===== src/common/cfgm_consts.vh =====
// Token codes, address patterns, request kinds and field lengths for the config message handler
`ifndef CFGM_CONSTS_VH
`define CFGM_CONSTS_VH

// ----------------------------------------------------------------------------
// Control token values
// ----------------------------------------------------------------------------
`define CFGM_TOK_END 8'h01
`define CFGM_TOK_OK 8'h03
`define CFGM_TOK_FAIL 8'h04
`define CFGM_TOK_NODE_WR 8'hC0
`define CFGM_TOK_NODE_RD 8'hC1
`define CFGM_TOK_PER_WR 8'h24
`define CFGM_TOK_PER_RD 8'h25

// ----------------------------------------------------------------------------
// Destination patterns of the request channel
// ----------------------------------------------------------------------------
`define CFGM_NODE_LOW16 16'hC30C
`define CFGM_PER_LOW8 8'h02

// ----------------------------------------------------------------------------
// Request kinds
// ----------------------------------------------------------------------------
`define CFGM_KIND_NWR 2'h0
`define CFGM_KIND_NRD 2'h1
`define CFGM_KIND_PWR 2'h2
`define CFGM_KIND_PRD 2'h3

// ----------------------------------------------------------------------------
// Field lengths in bytes, minus one
// ----------------------------------------------------------------------------
`define CFGM_RESP_LAST 8'h02
`define CFGM_NREG_LAST 8'h01
`define CFGM_WORD_LAST 8'h03

`endif


===== src/hw/cfgm_bshift.v =====
// Byte-wide shift register that gathers or emits a multi-byte field
`timescale 1ns/1ps

module cfgm_bshift #(
    parameter NB = 4 // Field width in bytes
) (
    input wire clk_i,
    input wire resetn_i,
    input wire shift_i, // Shift in one byte at the low end
    input wire load_i, // Parallel load, wins over shift
    input wire [8*NB-1:0] load_val_i,
    input wire [7:0] byte_i,
    output wire [8*NB-1:0] val_o, // Whole field
    output wire [7:0] top_o // Most significant byte, next to send
);

    reg [8*NB-1:0] val_q; // Field storage

    // ------------------------------------------------------------------------
    // Storage, first byte ends up most significant
    // ------------------------------------------------------------------------
    always @(posedge clk_i or negedge resetn_i)
    begin
        if (!resetn_i)
        begin
            val_q <= {(8*NB){1'b0}};
        end
        else if (load_i)
        begin
            val_q <= load_val_i;
        end
        else if (shift_i)
        begin
            val_q <= {val_q[8*NB-9:0], byte_i};
        end
    end

    assign val_o = val_q;
    assign top_o = val_q[8*NB-1:8*NB-8];

endmodule


===== src/hw/cfgm_msg.v =====
// Request interpreter for node and peripheral configuration register messages
`timescale 1ns/1ps
`include "cfgm_consts.vh"
//
// Overview of operation
// Node target: destination low half C30C
// Peripheral target: destination node, peripheral, 02
// Node write: 192, resp, reg16, data32, end
// Node read: 193, resp, reg16, end
// Write reply: 3,1 success; 4,1 failure
// Node read reply: 3, word, 1; else 4,1
// Peripheral write: 36, resp, reg, size, bytes, end
// Peripheral read: 37 ...; reply 3, data, 1
// Reply goes to carried response channel-end
// Unknown or malformed request answers 4,1

module cfgm_msg (
    input wire clk_i,
    input wire resetn_i,
    // Incoming token stream
    input wire tok_valid_i,
    input wire tok_ctrl_i,
    input wire [7:0] tok_data_i,
    input wire [31:0] req_dest_i,
    output wire tok_ready_o,
    // Outgoing reply tokens
    output wire out_valid_o,
    output wire out_ctrl_o,
    output wire [7:0] out_data_o,
    output wire [23:0] out_dest_o,
    input wire out_ready_i,
    // Node configuration register port
    output wire cfg_req_o,
    output wire cfg_we_o,
    output wire [15:0] cfg_addr_o,
    output wire [31:0] cfg_wdata_o,
    input wire cfg_ack_i,
    input wire cfg_ok_i,
    input wire [31:0] cfg_rdata_i,
    // Analogue peripheral register port, one byte per access
    output wire per_req_o,
    output wire per_we_o,
    output wire [7:0] per_id_o,
    output wire [7:0] per_addr_o,
    output wire [7:0] per_wdata_o,
    input wire per_ack_i,
    input wire per_ok_i,
    input wire [7:0] per_rdata_i
);

    // ------------------------------------------------------------------------
    // State codes
    // ------------------------------------------------------------------------
    localparam [3:0] S_IDLE = 4'h0; // Waiting for a header token
    localparam [3:0] S_RESP = 4'h1; // Response channel-end bytes
    localparam [3:0] S_REG = 4'h2; // Register number bytes
    localparam [3:0] S_SIZE = 4'h3; // Peripheral size byte
    localparam [3:0] S_WDAT = 4'h4; // Write data bytes
    localparam [3:0] S_PWAIT = 4'h5; // Peripheral byte write in flight
    localparam [3:0] S_END = 4'h6; // Expecting the closing token
    localparam [3:0] S_DRAIN = 4'h7; // Discarding a bad request
    localparam [3:0] S_NACC = 4'h8; // Node access in flight
    localparam [3:0] S_PRD = 4'h9; // Peripheral byte read in flight
    localparam [3:0] S_TXOK = 4'hA; // Send success token
    localparam [3:0] S_TXW = 4'hB; // Send node read word
    localparam [3:0] S_TXB = 4'hC; // Send one peripheral byte
    localparam [3:0] S_TXEND = 4'hD; // Send closing token
    localparam [3:0] S_TXFAIL = 4'hE; // Send failure token

    reg [3:0] state_q; // Main state
    reg [1:0] kind_q; // Request kind
    reg bad_q; // Request already doomed to fail
    reg [7:0] cnt_q; // Byte counter within a field
    reg [7:0] size_q; // Peripheral transfer size
    reg [7:0] preg_q; // Peripheral register pointer
    reg [7:0] pid_q; // Peripheral identifier
    reg [7:0] pbyte_q; // Peripheral read byte awaiting send
    reg o_valid_q; // Reply token pending
    reg o_ctrl_q; // Reply token is a control token
    reg [7:0] o_data_q; // Reply token value
    reg cfg_req_q; // Node access strobe
    reg cfg_we_q; // Node access is a write
    reg per_req_q; // Peripheral access strobe
    reg per_we_q; // Peripheral access is a write
    reg [7:0] per_wdata_q; // Peripheral write byte

    wire [23:0] resp_val; // Collected response channel-end
    wire [15:0] reg_val; // Collected node register number
    wire [31:0] word_val; // Node write data or read result
    wire [7:0] word_top; // Next read byte to send

    // ------------------------------------------------------------------------
    // Input and output handshakes
    // ------------------------------------------------------------------------
    // Input stalls while an access or a reply is under way
    assign tok_ready_o = (state_q <= S_WDAT) || (state_q == S_END) || (state_q == S_DRAIN);
    wire acc = tok_valid_i && tok_ready_o; // Token taken this cycle
    wire dat = acc && !tok_ctrl_i; // Data byte taken
    wire is_end = tok_ctrl_i && (tok_data_i == `CFGM_TOK_END);
    wire tx_free = !o_valid_q || out_ready_i; // Room for a new reply token
    wire [7:0] cnt_inc = cnt_q + 8'h01;
    wire node = (kind_q == `CFGM_KIND_NWR) || (kind_q == `CFGM_KIND_NRD);
    // Header decode; kind code is the peripheral flag over header bit 0
    wire hdr_node = tok_ctrl_i
        && ((tok_data_i == `CFGM_TOK_NODE_WR) || (tok_data_i == `CFGM_TOK_NODE_RD));
    wire hdr_per = tok_ctrl_i
        && ((tok_data_i == `CFGM_TOK_PER_WR) || (tok_data_i == `CFGM_TOK_PER_RD));
    wire [1:0] hdr_kind = {hdr_per, tok_data_i[0]};
    wire abort = acc && ((state_q == S_IDLE) ? !(hdr_node || hdr_per)
        : (tok_ctrl_i && (state_q != S_END) && (state_q != S_DRAIN)));

    // ------------------------------------------------------------------------
    // Field collectors
    // ------------------------------------------------------------------------
    cfgm_bshift #(.NB(3)) u_resp (
        .clk_i(clk_i),
        .resetn_i(resetn_i),
        .shift_i(dat && (state_q == S_RESP)),
        .load_i(1'b0),
        .load_val_i(24'h00_0000),
        .byte_i(tok_data_i),
        .val_o(resp_val),
        .top_o()
    );

    cfgm_bshift #(.NB(2)) u_reg (
        .clk_i(clk_i),
        .resetn_i(resetn_i),
        .shift_i(dat && (state_q == S_REG) && node),
        .load_i(1'b0),
        .load_val_i(16'h0000),
        .byte_i(tok_data_i),
        .val_o(reg_val),
        .top_o()
    );

    // Shared by write data and read result; only one is live per request
    cfgm_bshift #(.NB(4)) u_word (
        .clk_i(clk_i),
        .resetn_i(resetn_i),
        .shift_i((dat && (state_q == S_WDAT) && node) || ((state_q == S_TXW) && tx_free)),
        .load_i((state_q == S_NACC) && cfg_ack_i && cfg_ok_i && !cfg_we_q),
        .load_val_i(cfg_rdata_i),
        .byte_i(tok_data_i),
        .val_o(word_val),
        .top_o(word_top)
    );

    // ------------------------------------------------------------------------
    // Request parser, access sequencer and reply generator
    // ------------------------------------------------------------------------
    always @(posedge clk_i or negedge resetn_i)
    begin
        if (!resetn_i)
        begin
            state_q <= S_IDLE;
            kind_q <= `CFGM_KIND_NWR;
            bad_q <= 1'b0;
            cnt_q <= 8'h00;
            size_q <= 8'h00;
            preg_q <= 8'h00;
            pid_q <= 8'h00;
            pbyte_q <= 8'h00;
            o_valid_q <= 1'b0;
            o_ctrl_q <= 1'b0;
            o_data_q <= 8'h00;
            cfg_req_q <= 1'b0;
            cfg_we_q <= 1'b0;
            per_req_q <= 1'b0;
            per_we_q <= 1'b0;
            per_wdata_q <= 8'h00;
        end
        else
        begin
            // Strobes last one cycle; pending token drops once taken
            cfg_req_q <= 1'b0;
            per_req_q <= 1'b0;
            if (o_valid_q && out_ready_i)
            begin
                o_valid_q <= 1'b0;
            end
            // Bad header or control token inside a field aborts it
            if (abort)
            begin
                bad_q <= 1'b1;
                state_q <= is_end ? S_TXFAIL : S_DRAIN;
            end
            else
            begin
                case (state_q)
                    S_IDLE:
                    begin
                        cnt_q <= 8'h00;
                        pid_q <= req_dest_i[15:8];
                        if (acc)
                        begin
                            kind_q <= hdr_kind;
                            bad_q <= hdr_node ? (req_dest_i[15:0] != `CFGM_NODE_LOW16)
                                : (req_dest_i[7:0] != `CFGM_PER_LOW8);
                            state_q <= S_RESP;
                        end
                    end
                    S_RESP:
                    begin
                        if (dat)
                        begin
                            cnt_q <= (cnt_q == `CFGM_RESP_LAST) ? 8'h00 : cnt_inc;
                            state_q <= (cnt_q == `CFGM_RESP_LAST) ? S_REG : S_RESP;
                        end
                    end
                    S_REG:
                    begin
                        if (dat && !node)
                        begin
                            preg_q <= tok_data_i;
                            state_q <= S_SIZE;
                        end
                        else if (dat)
                        begin
                            cnt_q <= (cnt_q == `CFGM_NREG_LAST) ? 8'h00 : cnt_inc;
                            if (cnt_q == `CFGM_NREG_LAST)
                            begin
                                state_q <= (kind_q == `CFGM_KIND_NWR) ? S_WDAT : S_END;
                            end
                        end
                    end
                    S_SIZE:
                    begin
                        if (dat)
                        begin
                            size_q <= tok_data_i;
                            cnt_q <= 8'h00;
                            state_q <= ((kind_q == `CFGM_KIND_PWR) && (tok_data_i != 8'h00))
                                       ? S_WDAT : S_END;
                        end
                    end
                    S_WDAT:
                    begin
                        if (dat && node)
                        begin
                            cnt_q <= cnt_inc;
                            state_q <= (cnt_q == `CFGM_WORD_LAST) ? S_END : S_WDAT;
                        end
                        else if (dat)
                        begin
                            // Byte written straight through, no staging buffer
                            per_wdata_q <= tok_data_i;
                            per_we_q <= 1'b1;
                            per_req_q <= !bad_q;
                            state_q <= S_PWAIT;
                        end
                    end
                    S_PWAIT:
                    begin
                        if (per_ack_i || bad_q)
                        begin
                            bad_q <= bad_q || !per_ok_i;
                            preg_q <= preg_q + 8'h01;
                            cnt_q <= cnt_inc;
                            state_q <= (cnt_inc == size_q) ? S_END : S_WDAT;
                        end
                    end
                    S_END:
                    begin
                        if (acc && is_end && bad_q)
                        begin
                            state_q <= S_TXFAIL;
                        end
                        else if (acc && is_end && node)
                        begin
                            cfg_req_q <= 1'b1;
                            cfg_we_q <= (kind_q == `CFGM_KIND_NWR);
                            state_q <= S_NACC;
                        end
                        else if (acc && is_end)
                        begin
                            cnt_q <= 8'h00;
                            per_we_q <= 1'b0;
                            per_req_q <= (kind_q == `CFGM_KIND_PRD) && (size_q != 8'h00);
                            state_q <= ((kind_q == `CFGM_KIND_PRD) && (size_q != 8'h00))
                                       ? S_PRD : S_TXOK;
                        end
                        else if (acc)
                        begin
                            // Surplus data or wrong token before the end
                            bad_q <= 1'b1;
                            state_q <= S_DRAIN;
                        end
                    end
                    S_DRAIN:
                    begin
                        if (acc && is_end)
                        begin
                            state_q <= S_TXFAIL;
                        end
                    end
                    S_NACC:
                    begin
                        if (cfg_ack_i)
                        begin
                            cnt_q <= 8'h00;
                            state_q <= cfg_ok_i ? S_TXOK : S_TXFAIL;
                        end
                    end
                    S_PRD:
                    begin
                        if (per_ack_i)
                        begin
                            // Late failures cannot retract the success token sent
                            pbyte_q <= per_ok_i ? per_rdata_i : 8'h00;
                            preg_q <= preg_q + 8'h01;
                            if (cnt_q == 8'h00)
                            begin
                                state_q <= per_ok_i ? S_TXOK : S_TXFAIL;
                            end
                            else
                            begin
                                state_q <= S_TXB;
                            end
                        end
                    end
                    S_TXOK:
                    begin
                        if (tx_free)
                        begin
                            o_valid_q <= 1'b1;
                            o_ctrl_q <= 1'b1;
                            o_data_q <= `CFGM_TOK_OK;
                            if (kind_q == `CFGM_KIND_NRD)
                            begin
                                state_q <= S_TXW;
                            end
                            else if ((kind_q == `CFGM_KIND_PRD) && (size_q != 8'h00))
                            begin
                                state_q <= S_TXB;
                            end
                            else
                            begin
                                state_q <= S_TXEND;
                            end
                        end
                    end
                    S_TXW:
                    begin
                        if (tx_free)
                        begin
                            o_valid_q <= 1'b1;
                            o_ctrl_q <= 1'b0;
                            o_data_q <= word_top;
                            cnt_q <= cnt_inc;
                            state_q <= (cnt_q == `CFGM_WORD_LAST) ? S_TXEND : S_TXW;
                        end
                    end
                    S_TXB:
                    begin
                        if (tx_free)
                        begin
                            o_valid_q <= 1'b1;
                            o_ctrl_q <= 1'b0;
                            o_data_q <= pbyte_q;
                            cnt_q <= cnt_inc;
                            per_we_q <= 1'b0;
                            per_req_q <= (cnt_inc != size_q);
                            state_q <= (cnt_inc == size_q) ? S_TXEND : S_PRD;
                        end
                    end
                    S_TXEND:
                    begin
                        if (tx_free)
                        begin
                            o_valid_q <= 1'b1;
                            o_ctrl_q <= 1'b1;
                            o_data_q <= `CFGM_TOK_END;
                            state_q <= S_IDLE;
                        end
                    end
                    S_TXFAIL:
                    begin
                        if (tx_free)
                        begin
                            o_valid_q <= 1'b1;
                            o_ctrl_q <= 1'b1;
                            o_data_q <= `CFGM_TOK_FAIL;
                            state_q <= S_TXEND;
                        end
                    end
                    default:
                    begin
                        state_q <= S_IDLE;
                    end
                endcase
            end
        end
    end

    // ------------------------------------------------------------------------
    // Output wiring
    // ------------------------------------------------------------------------
    assign out_valid_o = o_valid_q;
    assign out_ctrl_o = o_ctrl_q;
    assign out_data_o = o_data_q;
    assign out_dest_o = resp_val;
    assign cfg_req_o = cfg_req_q;
    assign cfg_we_o = cfg_we_q;
    assign cfg_addr_o = reg_val;
    assign cfg_wdata_o = word_val;
    assign per_req_o = per_req_q;
    assign per_we_o = per_we_q;
    assign per_id_o = pid_q;
    assign per_addr_o = preg_q;
    assign per_wdata_o = per_wdata_q;

endmodule


===== config.mk =====
export PLATFORM = sky130hd
export DESIGN_NAME = cfgm_msg
export DESIGN_NICKNAME = d
export VERILOG_FILES = /design/src/hw/cfgm_bshift.v /design/src/hw/cfgm_msg.v
export VERILOG_INCLUDE_DIRS = /design/src /design/src/common
export SDC_FILE = /design/constraint.sdc
export NUM_CORES = 1
export LEC_CHECK = 0
export BUFFER_PORTS_ARGS = -buffer_cell sky130_fd_sc_hd__clkbuf_2
export CAP_MARGIN = 20
export CORE_MARGIN = 5
export CORE_UTILIZATION = 50
export CTS_BUF_LIST = sky130_fd_sc_hd__clkbuf_8
export CTS_CLUSTER_SIZE = 8
export DETAILED_ROUTE_END_ITERATION = 6
export PLACE_DENSITY_LB_ADDON = 0.08
export SYNTH_ARGS = -nofsm -noshare
export SYNTH_HDL_FRONTEND = slang
export SYNTH_SLANG_ARGS = --single-unit

===== constraint.sdc =====
create_clock -name clk_i -period 3.95 [get_ports clk_i]
set_clock_uncertainty 0.2 [all_clocks]
set_input_delay 0.5925 -clock clk_i [delete_from_list [all_inputs] [get_ports clk_i]]
set_output_delay 0.5925 -clock clk_i [all_outputs]
set_load 0.02 [all_outputs]

## Yosys cells after proc, flatten, opt, wreduce, memory -nomap -nowiden

Cells that the tools add are included.

- Word-level logic and storage cells: 266
- Register bits after elaboration: 141
- Input port bits: 89
- Output and inout bits: 111

- Bitwise gates (word level): 3
- Add/sub/neg operators: 2
- Mux-type cells: 99
- Equal/unequal tests: 72
- Reduce and logical (&&, ||, !) cells: 70
- $lt $le $gt $ge: 1

Operators with widths:

| cell | count |
|---|---|
| $mux W8 | 22 |
| $mux W4 | 23 |
| $pmux W8 S9 | 1 |
| $mux W32 | 2 |
| $pmux W4 S15 | 1 |
| $ne A3 B3 Y1 const B | 15 |
| $pmux W8 S5 | 1 |
| $mux W1 | 32 |
| $ne A2 B2 Y1 const B | 16 |
| $eq A4 B4 Y1 const B | 7 |
| $logic_and A1 B1 Y1 | 25 |
| $pmux W8 S3 | 1 |
| $mux W3 | 6 |
| $add A8 B1 Y8 const B | 2 |
| $eq A4 B3 Y1 const B | 4 |
| $eq A8 B1 Y1 const B | 2 |
| $eq A8 B2 Y1 const B | 2 |
| $eq A8 B6 Y1 const B | 2 |
| $eq A8 B8 Y1 const B | 2 |
| $ne A16 B16 Y1 const B | 1 |
| $ne A4 B3 Y1 const B | 4 |
| $reduce_and A16 Y1 | 1 |
| $reduce_bool A8 Y1 | 2 |
| $reduce_and A7 Y1 | 2 |
| 35 further kinds | 71 |

## Logic depth before layout (Yosys ltp)

Gate-level depths: netlist of the first run.

- Depth after elaboration: 10
- Depth in mapped cells: 9
- Depth with buffers taken out: 7

## By module

Synthesis of the first run repeated with hierarchy kept, for this count alone.

- Cell total of the unflattened synthesis: 819
- Area total of the unflattened synthesis: 7915.1 µm²

By module, submodules not included:

| module | sequential area each (µm²) | cells an instance | area each (µm²) | instances |
|---|---|---|---|---|
| cfgm_msg | 1726.7 | 483 | 4350.4 | 1 |
| cfgm_bshift (u_word) | 800.8 | 147 | 1572.8 | 1 |
| cfgm_bshift (u_resp) | 600.6 | 112 | 1187.4 | 1 |
| cfgm_bshift (u_reg) | 400.4 | 77 | 804.5 | 1 |

## Worst setup path after synthesis of the first run

No wires, ideal clock.

- Path kind: input to register
- Start point: in tok_data_i[7]
- End point: reg cnt_q[4]
- Path slack: 1.364 ns
- Required time: 3.663 ns
- Arrival time: 2.299 ns
- Library setup time: 0.087 ns
- Cell stages on the path: 8
- Cell sequence: buf_2 > nor4bb_1 > o21ai_2 > a32oi_2 > nand4_1 > buf_2 > or4_1 > o211ai_1

- Cells in the longest elaborated chain, start to end: 9

RTL lines:

| what | line | RTL |
|---|---|---|
| start, declared | cfgm_msg.v:23 | `input wire [7:0] tok_data_i,` |
| $eq A8 B8 Y1 (no line) or $eq A8 B6 Y1 (tied branches) | n/a |  |
| $logic_or A1 B1 Y1 (on tied branches) | cfgm_msg.v:105, cfgm_msg.v:107 |  |
| $logic_and A1 B1 Y1 (on tied branches) | cfgm_msg.v:104, cfgm_msg.v:106 |  |
| $logic_or A1 B1 Y1 | cfgm_msg.v:109 | `wire abort = acc && ((state_q == S_IDLE) ? !(hdr_node \|\| hdr_per)` |
| $logic_not A1 Y1 | cfgm_msg.v:109 |  |
| $mux W1 | cfgm_msg.v:109 |  |
| $logic_and A1 B1 Y1 | cfgm_msg.v:109 |  |
| $not A1 Y1 (no line) | n/a |  |
| $reduce_and A13 Y1 (no line) * | n/a |  |
| end signal, assigned | cfgm_msg.v:207 | `` cnt_q <= (cnt_q == `CFGM_RESP_LAST) ? 8'h00 : cnt_inc; `` |
| end signal, assigned | cfgm_msg.v:220 | `` cnt_q <= (cnt_q == `CFGM_NREG_LAST) ? 8'h00 : cnt_inc; `` |
| end signal, assigned | cfgm_msg.v:241 | `cnt_q <= cnt_inc;` |
| end, declared | cfgm_msg.v:73 | `reg [7:0] cnt_q;` |

Every way passes the cells marked *; elsewhere a longest branch is shown, timed or not.
A chain may end at the register's enable or synchronous reset.

## Worst setup path in the final report of the first run

- Start point: reg state_q[1]
- End point: reg state_q[0]

- Cells in the longest elaborated chain, start to end: 10

RTL lines:

| what | line | RTL |
|---|---|---|
| start, declared | cfgm_msg.v:70 | `reg [3:0] state_q;` |
| start signal, assigned | cfgm_msg.v:186 | `state_q <= is_end ? S_TXFAIL : S_DRAIN;` |
| start signal, assigned | cfgm_msg.v:208 | `` state_q <= (cnt_q == `CFGM_RESP_LAST) ? S_REG : S_RESP; `` |
| start signal, assigned | cfgm_msg.v:223 | `` state_q <= (kind_q == `CFGM_KIND_NWR) ? S_WDAT : S_END; `` |
| $le A4 B3 Y1 or $eq A4 B3 Y1 (tied branches) | cfgm_msg.v:96, cfgm_msg.v:190 |  |
| $logic_or A1 B1 Y1 (2 in a row) | cfgm_msg.v:96 | `assign tok_ready_o = (state_q <= S_WDAT) \|\| (state_q == S_END) \|\| (state_q == S_DRAIN);` |
| $logic_and A1 B1 Y1 | cfgm_msg.v:97 | `wire acc = tok_valid_i && tok_ready_o;` |
| $logic_and A1 B1 Y1 | n/a |  |
| $mux W4 or $logic_and A1 B1 Y1 (tied branches) | cfgm_msg.v:275, cfgm_msg.v:269 |  |
| $mux W4 | cfgm_msg.v:269 | `else if (acc && is_end && node)` |
| $mux W4 | cfgm_msg.v:265 | `if (acc && is_end && bad_q)` |
| $pmux W4 S15 | cfgm_msg.v:190 | `case (state_q)` |
| $mux W4 | cfgm_msg.v:183 | `if (abort)` |

Several ways; a longest one is shown, not always the timed one.

==> impl_results.md, run 1 <==
* Synthesis warning total at 0
* Final Hold Violating Endpoints at 10
* FF-to-FF setup slack at 0.94 ns
* Launching point of the worst reg2reg path: state_q[1]$_DFFE_PN0P_
* Series of cell instances along the critical path: nand2b_1 > a2111oi_0 > a22oi_1 > nand3_1 > nand2_1 > mux2_2
* Critical Path Source Type: register
* Path type of the worst min-delay path: input port to asynchronous set/reset pin
* Peak ir drop on the vdd network at 0.4699 mV
* Crit path time final at 3.013 ns
* Number of buffers inserted by hold repair at cts at 0
* Antenna fix cells at 0
* Drt drc at 0
* Clock transition at the register clock pins on the worst setup and hold paths after CTS at 0.09 ns
* Clock Root Buffer: sky130_fd_sc_hd__clkbuf_8
* Commonest register cell after synthesis: sky130_fd_sc_hd__dfrtp_1
* Average instance area after synthesis at 10.30 µm²
* Crit path max-delay family: flip-flops
* Commonest cells after routing, fill and taps aside: sky130_fd_sc_hd__clkbuf_2 (182), sky130_fd_sc_hd__dfrtp_1 (141), sky130_fd_sc_hd__nand2_1 (86)
* Pwr Density at 767.3 nW/µm²
* Total buffers and inverters traversed by the critical path at 0
* Clk sinks at 141
* GP Congestion at 0.9874
* Detail-routed net length per standard cell at 19.22 µm
* Total power after layout at 0.006787 W
* Post-detailed-placement half-perimeter wirelength at 15110 µm
* Largest net degree at the start of global routing at 88
* Drt total wl at 20850 µm
* Critical path's slowest cell: sky130_fd_sc_hd__dfrtp_1
* Number of instances in the synthesized netlist at 715
* CTS-repair resized insts at 0
* Count of nets after finishing at 982
* Vias in the first global route at 6267
* Per-cell via count in the routed design at 5.794
* WP data arrival at 3.14 ns
* Critical path's largest stage delay at 0.90 ns
* Maximum clock rate at 331.9 MHz
* Maximum count of clock buffers along a single path at 2
* Final setup fails at 0
* Detailed-router iteration count before antenna repair at 5
* Dominant cell type by area after synthesis: sky130_fd_sc_hd__dfrtp_1
* Post-synthesis instance area at 7367 µm²
* Inserted Clock Buffers at 17
* Area enclosed by the die boundary at 17260 µm²
* Violated checks: negative hold slack
* # rows at 44
* Hold Slack at -0.02379 ns
* Fraction of the cycle the final worst path needs at 76.27%
* Leading cell type in the layout, fill and taps excluded: sky130_fd_sc_hd__clkbuf_2
* FF-to-FF path depth at 6
* Headroom to the max-slew limit at 43.94%
* Core region area at 14480 µm²
* P_leak at 4.172 nW
* Critical path required time at 4.08 ns
* Max-cap violations at 0
* Share of the synthesized area in the top cell type at 47.89%
* CP Max Fanout at 24
* Layout-stage area growth over the synthesis result at 20.06%
* X dimension of the die at 131.4 µm
* Pin slew with the least headroom to its limit at 0.8409 ns
* Clock insertion delay at the later pin of the skew report at 0.45 ns
* Synth Register Bits at 141
* Setup Crit Path Kind: register to register
* Cell types with the largest area share after synthesis: sky130_fd_sc_hd__dfrtp_1 (48%), sky130_fd_sc_hd__mux2_2 (10%), sky130_fd_sc_hd__mux2i_1 (4.6%)
* Global route overflow at 0
* Antenna violations before repair at 0
* CTS tree: yes
* Detail Route Antenna Nets at 0
* Setup repair after global routing missed its margin: no
* IO buf count at 183
* Maximum level of the CTS H-tree at 4
* Reg2reg end: state_q[0]$_DFFE_PN0P_
* Number of fill cells at 1239
* Wire length of the first global-routing pass at 34320 µm
* Status: complete, but fails checks
* Via count of the routed design at 6287
* Sequential-to-total area share from yosys stat at 47.89%
* Initial core utilization at 50.88%
* Share of layout cells above drive strength 1 at 36.07%
* Fraction of registers with async set or reset after synthesis at 100.0%
* Final Max Tran Viols at 0
* Count of flip-flops with a built-in enable after synthesis at 0
* Crit. End Element: register
* DRC marker count from the first detailed-route iteration at 508
* Setup TNS at 0 ns
* Height of the die at 131.4 µm
* Buffers inserted by post-CTS timing repair at 0
* Number of primary I/O pins at 200
* Post-synth net total at 809
* Number of distinct library cells after synthesis at 75
* Global Route Usage Sum at 24.39%
## flip-flops by register name, indices dropped and copies added (netlist names), 2 cells and up
register	flops
per_wdata_o	8
u_resp.val_o	24
state_q	4
u_word.val_o	32
per_addr_o	8
cnt_q	8
per_id_o	8
size_q	8
kind_q	2
u_reg.val_o	16
pbyte_q	8
out_data_o	8
## worst max-delay path by stage
stage / slack, ns / start / depth (start not counted) / end
floorplan: 1.36 / tok_data_i[7] / 8 / cnt_q[4]$_DFFE_PN0P_
global placement: 0.92 / tok_data_i[3] / 8 / cnt_q[7]$_DFFE_PN0P_
detailed placement: 0.85 / tok_data_i[3] / 8 / cnt_q[7]$_DFFE_PN0P_
CTS: 1.04 / state_q[0]$_DFFE_PN0P_ / 4 / tok_ready_o
global route: 0.75 / state_q[1]$_DFFE_PN0P_ / 6 / state_q[0]$_DFFE_PN0P_
finish: 0.94 / state_q[1]$_DFFE_PN0P_ / 6 / state_q[0]$_DFFE_PN0P_
## logic make-up after synthesis
family | count (synthesis) | synth area share, %
XOR/XNOR | 13 | 1.648
flip-flops | 141 | 47.89
AND/OR/NAND/NOR | 231 | 16.76
adder cells (fa/ha/maj) | 5 | 0.8492
multiplexers | 102 | 15.01
AO/OA/AOI/OAI | 167 | 14.32
buffers and inverters | 56 | 3.516
## worst register-to-register path: stages, from the launching register on
cell and delay (ns):
sky130_fd_sc_hd__dfrtp_1 0.90, sky130_fd_sc_hd__nand2b_1 0.37, sky130_fd_sc_hd__a2111oi_0 0.70, sky130_fd_sc_hd__a22oi_1 0.18, sky130_fd_sc_hd__nand3_1 0.16, sky130_fd_sc_hd__nand2_1 0.10, sky130_fd_sc_hd__mux2_2 0.28
## layout make-up
cell class	count	area (µm²)	share of cell area (%)
Multi-Input combinational cell	518	3605	40.76
Sequential cell	141	3528	39.89
Timing Repair Buffer	200	1075	12.15
Clock buffer	18	247.7	2.801
Tap cell	184	230.2	2.603
Clock inverter	14	121.4	1.372
Inverter	10	37.54	0.4244
## through the flow
| stage | hold WS [ns] | util [%] | instance area (µm²) | cells | setup slack, ns |
|---|---|---|---|---|---|
| 2_1_floorplan | 0.09691 | - | 7367 | 715 | 1.364 |
| 3_3_place_gp | 0.2637 | 58.54 | 8476 | 1053 | 0.9247 |
| 3_5_place_dp | 0.2661 | 58.54 | 8476 | 1053 | 0.8499 |
| 4_1_cts | 0.003648 | 61.09 | 8845 | 1085 | 1.040 |
| 5_1_grt | 0.02108 | 61.09 | 8845 | 1085 | 0.7506 |
| 6_report | -0.02379 | 61.09 | 8845 | 1085 | 0.9375 |
## per-layer routing
metal / GRT usage, % / share of wire, %
met5: 0 / 0
met4: 8.057 / 2.5
met3: 7.645 / 8.4
met2: 36.09 / 45
met1: 34.25 / 44
## synthesized netlist by cell type, types with 3 or more instances
library cell,number
sky130_fd_sc_hd__mux2i_1,34
sky130_fd_sc_hd__ha_1,5
sky130_fd_sc_hd__xnor2_1,9
sky130_fd_sc_hd__and3_1,8
sky130_fd_sc_hd__buf_1,5
sky130_fd_sc_hd__nor2b_1,7
sky130_fd_sc_hd__dfrtp_1,141
sky130_fd_sc_hd__xor2_1,3
sky130_fd_sc_hd__a211oi_1,5
sky130_fd_sc_hd__and2_1,3
sky130_fd_sc_hd__a31oi_1,9
sky130_fd_sc_hd__nor3b_1,3
sky130_fd_sc_hd__buf_4,5
sky130_fd_sc_hd__nor4_2,3
sky130_fd_sc_hd__nand2b_1,16
sky130_fd_sc_hd__buf_2,12
sky130_fd_sc_hd__nor4_1,5
sky130_fd_sc_hd__mux2_2,68
sky130_fd_sc_hd__nand3b_1,5
sky130_fd_sc_hd__a21o_1,3
sky130_fd_sc_hd__a21oi_1,28
sky130_fd_sc_hd__o21ai_1,11
sky130_fd_sc_hd__nand2_1,86
sky130_fd_sc_hd__nor2_1,31
sky130_fd_sc_hd__o22ai_1,4
sky130_fd_sc_hd__a22oi_1,7
sky130_fd_sc_hd__o21ai_0,65
sky130_fd_sc_hd__nor3_1,9
sky130_fd_sc_hd__clkbuf_1,22
sky130_fd_sc_hd__nand4_1,6
sky130_fd_sc_hd__nand3_1,22
sky130_fd_sc_hd__or2_2,3
sky130_fd_sc_hd__o41ai_2,3
sky130_fd_sc_hd__inv_1,10
sky130_fd_sc_hd__a311oi_1,3
sky130_fd_sc_hd__a2bb2oi_1,4
## where the power goes
| part | internal (W) | switching (W) | total (W) |
|---|---|---|---|
| clock network | 0.000514 | 0.000593 | 0.00111 |
| registers | 0.00196 | 0.000565 | 0.00253 |
| logic | 0.00123 | 0.00192 | 0.00315 |
No activity file was read; power rests on OpenSTA's default activity.
==> inputs of run 2 (changes only) <==
--- a/config.mk
+++ b/config.mk
@@ -6,6 +6,7 @@
 export SDC_FILE = /design/constraint.sdc
 export NUM_CORES = 1
 export LEC_CHECK = 0
+export ABC_AREA = 1
 export BUFFER_PORTS_ARGS = -buffer_cell sky130_fd_sc_hd__clkbuf_2
 export CAP_MARGIN = 20
 export CORE_MARGIN = 5
==> constraint.sdc (replaced) <==
create_clock -name clk_i -period 3.1 [get_ports clk_i]
set_clock_uncertainty 0.2 [all_clocks]
set_input_delay 0.465 -clock clk_i [delete_from_list [all_inputs] [get_ports clk_i]]
set_output_delay 0.465 -clock clk_i [all_outputs]
set_load 0.02 [all_outputs]
==> run 2 against run 1 <==
  * The run now ends clean
  * Global-route usage is 0.64 points higher
  * Count of clock-buffer cells in the layout is 1 lower
  * Fmax is 14% higher
  * Via count is 7.9% higher
  * Sequential power is 23% higher
  * Non-clock buffer count is 6 lower
  * Clock power is 46% higher
  * Largest cell class is now flip-flops and latches
==> impl_results.md, run 2 <==
* IO buf count at 183
* Series of cell instances along the critical path: inv_1 > nand2_1 > nor2_1 > nor2_2 > nand2_1 > nand4_2 > inv_1 > o211ai_1 > o21ai_0
* Commonest register cell after synthesis: sky130_fd_sc_hd__dfrtp_1
* Cell types with the largest area share after synthesis: sky130_fd_sc_hd__dfrtp_1 (48%), sky130_fd_sc_hd__nand2_1 (14%), sky130_fd_sc_hd__o21ai_0 (9.4%)
* CTS-repair resized insts at 0
* Setup TNS at 0 ns
* Detail Route Antenna Nets at 0
* Clock Root Buffer: sky130_fd_sc_hd__clkbuf_8
* List of most frequent post-synthesis cells: sky130_fd_sc_hd__nand2_1 (270), sky130_fd_sc_hd__dfrtp_1 (141), sky130_fd_sc_hd__o21ai_0 (137)
* Per-cell via count in the routed design at 5.116
* Global route overflow at 0
* Post-synthesis instance area at 7325 µm²
* CTS tree: yes
* Crit path time final at 2.635 ns
* Headroom to the max-slew limit at 50.36%
* Setup repair after global routing missed its margin: no
* Core region area at 14420 µm²
* Clock transition at the register clock pins on the worst setup and hold paths after CTS at 0.09 ns
* Maximum count of clock buffers along a single path at 2
* Path type of the worst min-delay path: input port to register
* Vias in the first global route at 6307
* Height of the die at 131.0 µm
* X dimension of the die at 131.0 µm
* Post-synth net total at 1039
* Share of the synthesized area in the top cell type at 48.17%
* Simple-gate share of the synthesized area at 26.27%
* Commonest cells after routing, fill and taps aside: sky130_fd_sc_hd__nand2_1 (270), sky130_fd_sc_hd__clkbuf_2 (182), sky130_fd_sc_hd__dfrtp_1 (141)
* Peak ir drop on the vdd network at 0.5906 mV
* Number of cells after detailed placement at 1293
* CP Max Fanout at 17
* Fraction of the cycle the final worst path needs at 84.99%
* Clk sinks at 141
* Adder and majority cell fraction of the synthesized area at 0.8541%
* Wire length of the first global-routing pass at 32870 µm
* Antenna violations before repair at 1
* Drt total wl at 20860 µm
* Critical path required time at 3.24 ns
* Synth Register Bits at 141
* Detail-routed net length per standard cell at 15.73 µm
* Buffers inserted by post-CTS timing repair at 0
* Share of layout cells above drive strength 1 at 23.73%
* Drt drc at 0
* Dominant combinational cell family by area after synthesis: simple AND/OR/NAND/NOR gates
* Final Max Tran Viols at 0
* Sequential-to-total area share from yosys stat at 48.17%
* Pwr Density at 976.8 nW/µm²
* Via count of the routed design at 6784
* Detailed-router iteration count before antenna repair at 6
* GP Congestion at 0.9358
* WP data arrival at 2.77 ns
* Global Route Usage Sum at 25.03%
* Max-cap violations at 0
* Final setup fails at 0
* Post-detailed-placement half-perimeter wirelength at 15620 µm
* Count of flip-flops with a built-in enable after synthesis at 0
* Leading cell type in the layout, fill and taps excluded: sky130_fd_sc_hd__nand2_1
* Layout-stage area growth over the synthesis result at 21.51%
* Count of nets after finishing at 1223
* DRC marker count from the first detailed-route iteration at 471
* Critical Path Source Type: register
* Clock insertion delay at the later pin of the skew report at 0.47 ns
* Critical path's largest stage delay at 0.56 ns
* P_leak at 4.709 nW
* Status: finished clean
* Dominant cell type by area after synthesis: sky130_fd_sc_hd__dfrtp_1
* Antenna fix cells at 0
* Number of primary I/O pins at 200
* Non-filler cells in the finished layout at 1326
* Leading cell type by number of instances after synthesis: sky130_fd_sc_hd__nand2_1
* Fraction of the mapped netlist area in compound gates at 12.61%
* Number of instances in the synthesized netlist at 945
* Area share of xor/xnor cells in the synthesized design at 0.9566%
* Crit. End Element: register
* Post-synthesis mux area share at 3.382%
* Number of buffers inserted by hold repair at cts at 1
* # rows at 44
* Critical path's slowest cell: sky130_fd_sc_hd__dfrtp_1
* Fraction of registers with async set or reset after synthesis at 100.0%
* Initial core utilization at 50.78%
* Synthesis warning total at 0
* Average instance area after synthesis at 7.751 µm²
* Setup Crit Path Kind: register to register
* Number of distinct library cells after synthesis at 40
* Maximum clock rate at 379.5 MHz
* Maximum level of the CTS H-tree at 4
* Final Hold Violating Endpoints at 0
* Pin slew with the least headroom to its limit at 0.7418 ns
* Inserted Clock Buffers at 17
* Flip-flop count of the largest register, all copies and words added at 32
* Largest net degree at the start of global routing at 65
* Area enclosed by the die boundary at 17170 µm²
## run 2: cell count changes after synthesis, sizes merged, moves of 16 or more
cell,previous run,this run
nand2,86,276
inv,10,114
o21ai,77,137
nor2,32,87
mux2,68,22
nand3,23,65
mux2i,34,0
a21oi,28,10
nand2b,16,0
## run 2: final timing paths
kind | start | endpoint | slack [ns] | cells past startpoint
max | state_q[2]$_DFFE_PN0P_ | per_addr_o[7]$_DFFE_PN0P_ | 0.47 | 9
min | per_rdata_i[0] | pbyte_q[0]$_DFFE_PN0P_ | 0.04 | 3
max reg2reg | state_q[2]$_DFFE_PN0P_ | per_addr_o[7]$_DFFE_PN0P_ | 0.47 | 9
min reg2reg | out_data_o[7]$_DFFE_PN0P_ | out_data_o[7]$_DFFE_PN0P_ | 0.28 | 2
max in group asynchronous | resetn_i | u_word.val_o[8]$_DFFE_PN0P_ | 1.63 | 3
min in group asynchronous | resetn_i | u_resp.val_o[20]$_DFFE_PN0P_ | 0.33 | 2
## run 2: worst max-delay path: cells and delay by family (launching register included)
kind	cells	cell delay, ns
flip-flops	1	0.56
buffers and inverters	2	0.29
AO/OA/AOI/OAI	2	0.23
AND/OR/NAND/NOR	5	1.24
## run 2: final cells by class
type	instances	area [µm²]
Clock buffer	17	234.0
Clock inverter	15	201.4
Fill cell	1396	5524
Inverter	115	431.7
Multi-Input combinational cell	660	3229
Sequential cell	141	3528
Tap cell	184	230.2
Timing Repair Buffer	194	1045
## run 2: logic make-up (layout without fill, tap and decap cells)
group	Yosys count	after routing
compound gates	172	172
xor+xnor	8	8
buf+inv	144	341
flops	141	141
simple gates	453	453
mux	22	22
fa+ha+maj	5	5
## run 2: per-layer routing
layer  GRT usage (%)  vias up  share of wire (%)
met4           7.441        2                1.7
met5               0        -              0.034
met1           34.95     3092                 45
met2           37.40      223                 45
met3           8.089       32                8.0
li1                -     3435                  -
## run 2: through the flow
stage               hold slack (ns)  setup slack (ns)  util [%]  instance area (µm²)  power [W]
floorplan                  -0.03059             1.028         -                 7325   0.005744
global placement             0.2560            0.4908     58.61                 8454   0.007076
detailed placement           0.2599            0.4679     58.61                 8454   0.007120
CTS                         0.01646            0.5189     61.70                 8900   0.008766
global route                0.01605            0.2156     61.70                 8900   0.009380
finish                      0.03785            0.4653     61.70                 8900   0.008693
## run 2: power by group
part | switching (W) | leakage [nW] | internal [W]
Sequential | 0.000544 | 1.81 | 0.00257
Combinational | 0.00265 | 2.68 | 0.00131
Clock | 0.000858 | 0.217 | 0.000762
Total | 0.00405 | 4.71 | 0.00464
==> inputs of run 3 (changes only) <==
--- a/config.mk
+++ b/config.mk
@@ -10,7 +10,7 @@
 export BUFFER_PORTS_ARGS = -buffer_cell sky130_fd_sc_hd__clkbuf_2
 export CAP_MARGIN = 20
 export CORE_MARGIN = 5
-export CORE_UTILIZATION = 50
+export CORE_UTILIZATION = 49
 export CTS_BUF_LIST = sky130_fd_sc_hd__clkbuf_8
 export CTS_CLUSTER_SIZE = 8
 export DETAILED_ROUTE_END_ITERATION = 6
==> constraint.sdc (replaced) <==
create_clock -name clk_i -period 2.3 [get_ports clk_i]
set_clock_uncertainty 0.2 [all_clocks]
set_input_delay 0.345 -clock clk_i [delete_from_list [all_inputs] [get_ports clk_i]]
set_output_delay 0.345 -clock clk_i [all_outputs]
set_load 0.02 [all_outputs]
==> run 3 against run 2 <==
  * Total power rose by 39%
  * Sequential share of layout area down 2.8 points
  * Via count grew 4.0%
  * Sequential power increased by 35%
  * Routed wire length rose by 5.8%
  * Flip-flop and latch count did not move
  * Cell count up 5.6%
  * Critical path type unchanged
  * Largest power group unchanged
  * Clock power grew 28%
  * Die area up 1.9%
  * Highest routed layer is now met4
  * Worst hold slack got worse by 0.022 ns
  * Core utilization grew 4.1 points
  * Count of clock-buffer cells in the layout did not move
==> impl_results.md, run 3 (synthesis gave the netlist of run 2 again) <==
* Routing usage on met2 at 39.98%
* Pin slew with the least headroom to its limit at 0.4930 ns
* Critical path's largest stage delay at 0.47 ns
* Post-route core utilization at 65.75%
* Detailed-router iteration count before antenna repair at 5
* Number of primary I/O pins at 200
* DRC marker count from the first detailed-route iteration at 425
* # rows at 44
* X dimension of the die at 132.3 µm
* Leading cell type in the layout, fill and taps excluded: sky130_fd_sc_hd__nand2_1
* Clock insertion delay at the later pin of the skew report at 0.46 ns
* Drt total wl at 22070 µm
* Clock transition at the register clock pins on the worst setup and hold paths after CTS at 0.09 ns
* Drt drc at 0
* Detail Route Antenna Nets at 0
* Initial core utilization at 50.21%
* Commonest cells after routing, fill and taps aside: sky130_fd_sc_hd__nand2_1 (270), sky130_fd_sc_hd__clkbuf_2 (182), sky130_fd_sc_hd__o21ai_0 (136), sky130_fd_sc_hd__dfrtp_1 (136), sky130_fd_sc_hd__inv_1 (107)
* Met3 usage at 5.878%
* Count of nets after finishing at 1297
* Vias in the first global route at 6898
* Global route overflow at 0
* Antenna fix cells at 0
* Fraction of the cycle the final worst path needs at 94.83%
* Pwr Density at 1255 nW/µm²
* Clock Root Buffer: sky130_fd_sc_hd__clkbuf_8
* IO buf count at 183
* Setup repair after global routing missed its margin: yes
* Final design area excluding fillers at 9593 µm²
* Critical path required time at 2.46 ns
* Worst-case setup slack after placement at 0.04998 ns
* Per-cell via count in the routed design at 5.041
* Antenna violations before repair at 0
* FF-to-FF setup slack at 0.12 ns
* Post-detailed-placement half-perimeter wirelength at 16270 µm
* CP Max Fanout at 7
* CTS tree: yes
* Max-cap violations at 0
* Inserted Clock Buffers at 17
* Final critical-path setup slack at 0.1188 ns
* P_leak at 5.035 nW
* Core region area at 14590 µm²
* Maximum clock rate at 458.5 MHz
* Largest net degree at the start of global routing at 65
* Path type of the worst min-delay path: input port to register
* Height of the die at 132.3 µm
* Global routing's busiest layer: met2
* WP data arrival at 2.34 ns
* Final setup fails at 0
* Headroom to the max-slew limit at 67.13%
* Critical Path Source Type: register
* Global Route Usage Sum at 25.26%
* Setup Crit Path Kind: register to register
* Final Hold Violating Endpoints at 0
* Series of cell instances along the critical path: inv_2 > nand2_4 > buf_4 > inv_2 > nand2_4 > inv_1 > nand2_2 > nor2_2 > nand3_1 > a21oi_1 > inv_1
* Clk sinks at 141
* Maximum count of clock buffers along a single path at 2
* Via count of the routed design at 7057
* Crit path time final at 2.181 ns
* GP Congestion at 0.9580
* Wire length of the first global-routing pass at 35680 µm
* Layout-stage area growth over the synthesis result at 30.97%
* Peak ir drop on the vdd network at 0.7492 mV
* Area enclosed by the die boundary at 17490 µm²
* Share of layout cells above drive strength 1 at 26.23%
* Critical path's slowest cell: sky130_fd_sc_hd__dfrtp_2
* Hold Slack at 0.01572 ns
* Met1 track demand over resource in global routing at 35.18%
* Placed standard-cell area at 8765 µm²
* Maximum level of the CTS H-tree at 4
* Detail-routed net length per standard cell at 15.76 µm
* Status: finished clean
* Final Max Tran Viols at 0
* Setup TNS at 0 ns
* Crit. End Element: register
* Flip-flop count of the largest register, all copies and words added at 32
-- run 3: cell types whose count changed in the layout (fill, tap and decap cells not counted), moves of 2 or more --
cell                            before  now
sky130_fd_sc_hd__dlygate4sd3_1       1   37
sky130_fd_sc_hd__nor2_1             80   77
sky130_fd_sc_hd__clkinv_8            3    7
sky130_fd_sc_hd__nor2_2              5    7
sky130_fd_sc_hd__inv_6               3    1
sky130_fd_sc_hd__buf_12              3    5
sky130_fd_sc_hd__dfrtp_1           141  136
sky130_fd_sc_hd__dfrtp_2             0    5
sky130_fd_sc_hd__bufinv_16           2    0
sky130_fd_sc_hd__buf_4               7   43
-- run 3: timing repair --
item,in CTS,in global routing
setup endpoints to repair,0,54
hold buffers,37,0
hold endpoints to repair,90,0
gates resized for setup,0,13
setup buffers,0,0
-- run 3: per-stage QoR --
stage | std cells | total power (W)
2_1_floorplan | 945 | 0.007742
3_3_place_gp | 1331 | 0.009836
3_5_place_dp | 1331 | 0.009904
4_1_cts | 1400 | 0.01203
5_1_grt | 1400 | 0.01295
6_report | 1400 | 0.01204
-- run 3: worst max-delay path, delay by kind of cell (launching register included) --
family / cells / cell delay [ns]
DFF: 1 / 0.47
and+or+nand+nor: 5 / 0.61
buffers and inverters: 5 / 0.60
AOI/OAI and AO/OA: 1 / 0.19
-- run 3: path summary, 6_finish.rpt --
path / endpoint / cells after the start / startpoint
max: cfg_we_o$_DFFE_PN0P_ / 11 / state_q[3]$_DFFE_PN0P_
min: u_word.val_o[26]$_DFFE_PN0P_ / 5 / cfg_rdata_i[26]
max reg2reg: cfg_we_o$_DFFE_PN0P_ / 11 / state_q[3]$_DFFE_PN0P_
min reg2reg: per_id_o[0]$_DFFE_PN0P_ / 2 / per_id_o[0]$_DFFE_PN0P_
max in group asynchronous: state_q[0]$_DFFE_PN0P_ / 3 / resetn_i
min in group asynchronous: u_resp.val_o[7]$_DFFE_PN0P_ / 2 / resetn_i
-- run 3: cell type report --
class	instances	area, µm²
flip-flops and latches	141	3535
well taps	184	230.2
multi-input cells	660	3254
clock inverters	15	192.7
clock buffers	17	234.0
repair buffers	268	1715
fillers	1316	4996
inverters	115	431.7
-- run 3: where the power goes --
| part | internal, W | leakage [nW] | switching (W) |
|---|---|---|---|
| combinational | 0.00208 | 3.02 | 0.00369 |
| sequential | 0.00347 | 1.81 | 0.000729 |
| clock | 0.000840 | 0.208 | 0.00123 |
| total | 0.00639 | 5.03 | 0.00565 |
-- run 3: routing by layer --
metal | vias to the layer above | share of wire, % | wire length (µm)
met5 | - | 0 | 0
met2 | 208 | 47 | 10330
li1 | 3582 | - | -
met3 | 41 | 5.9 | 1291
met4 | 0 | 1.9 | 410
met1 | 3226 | 45 | 10030
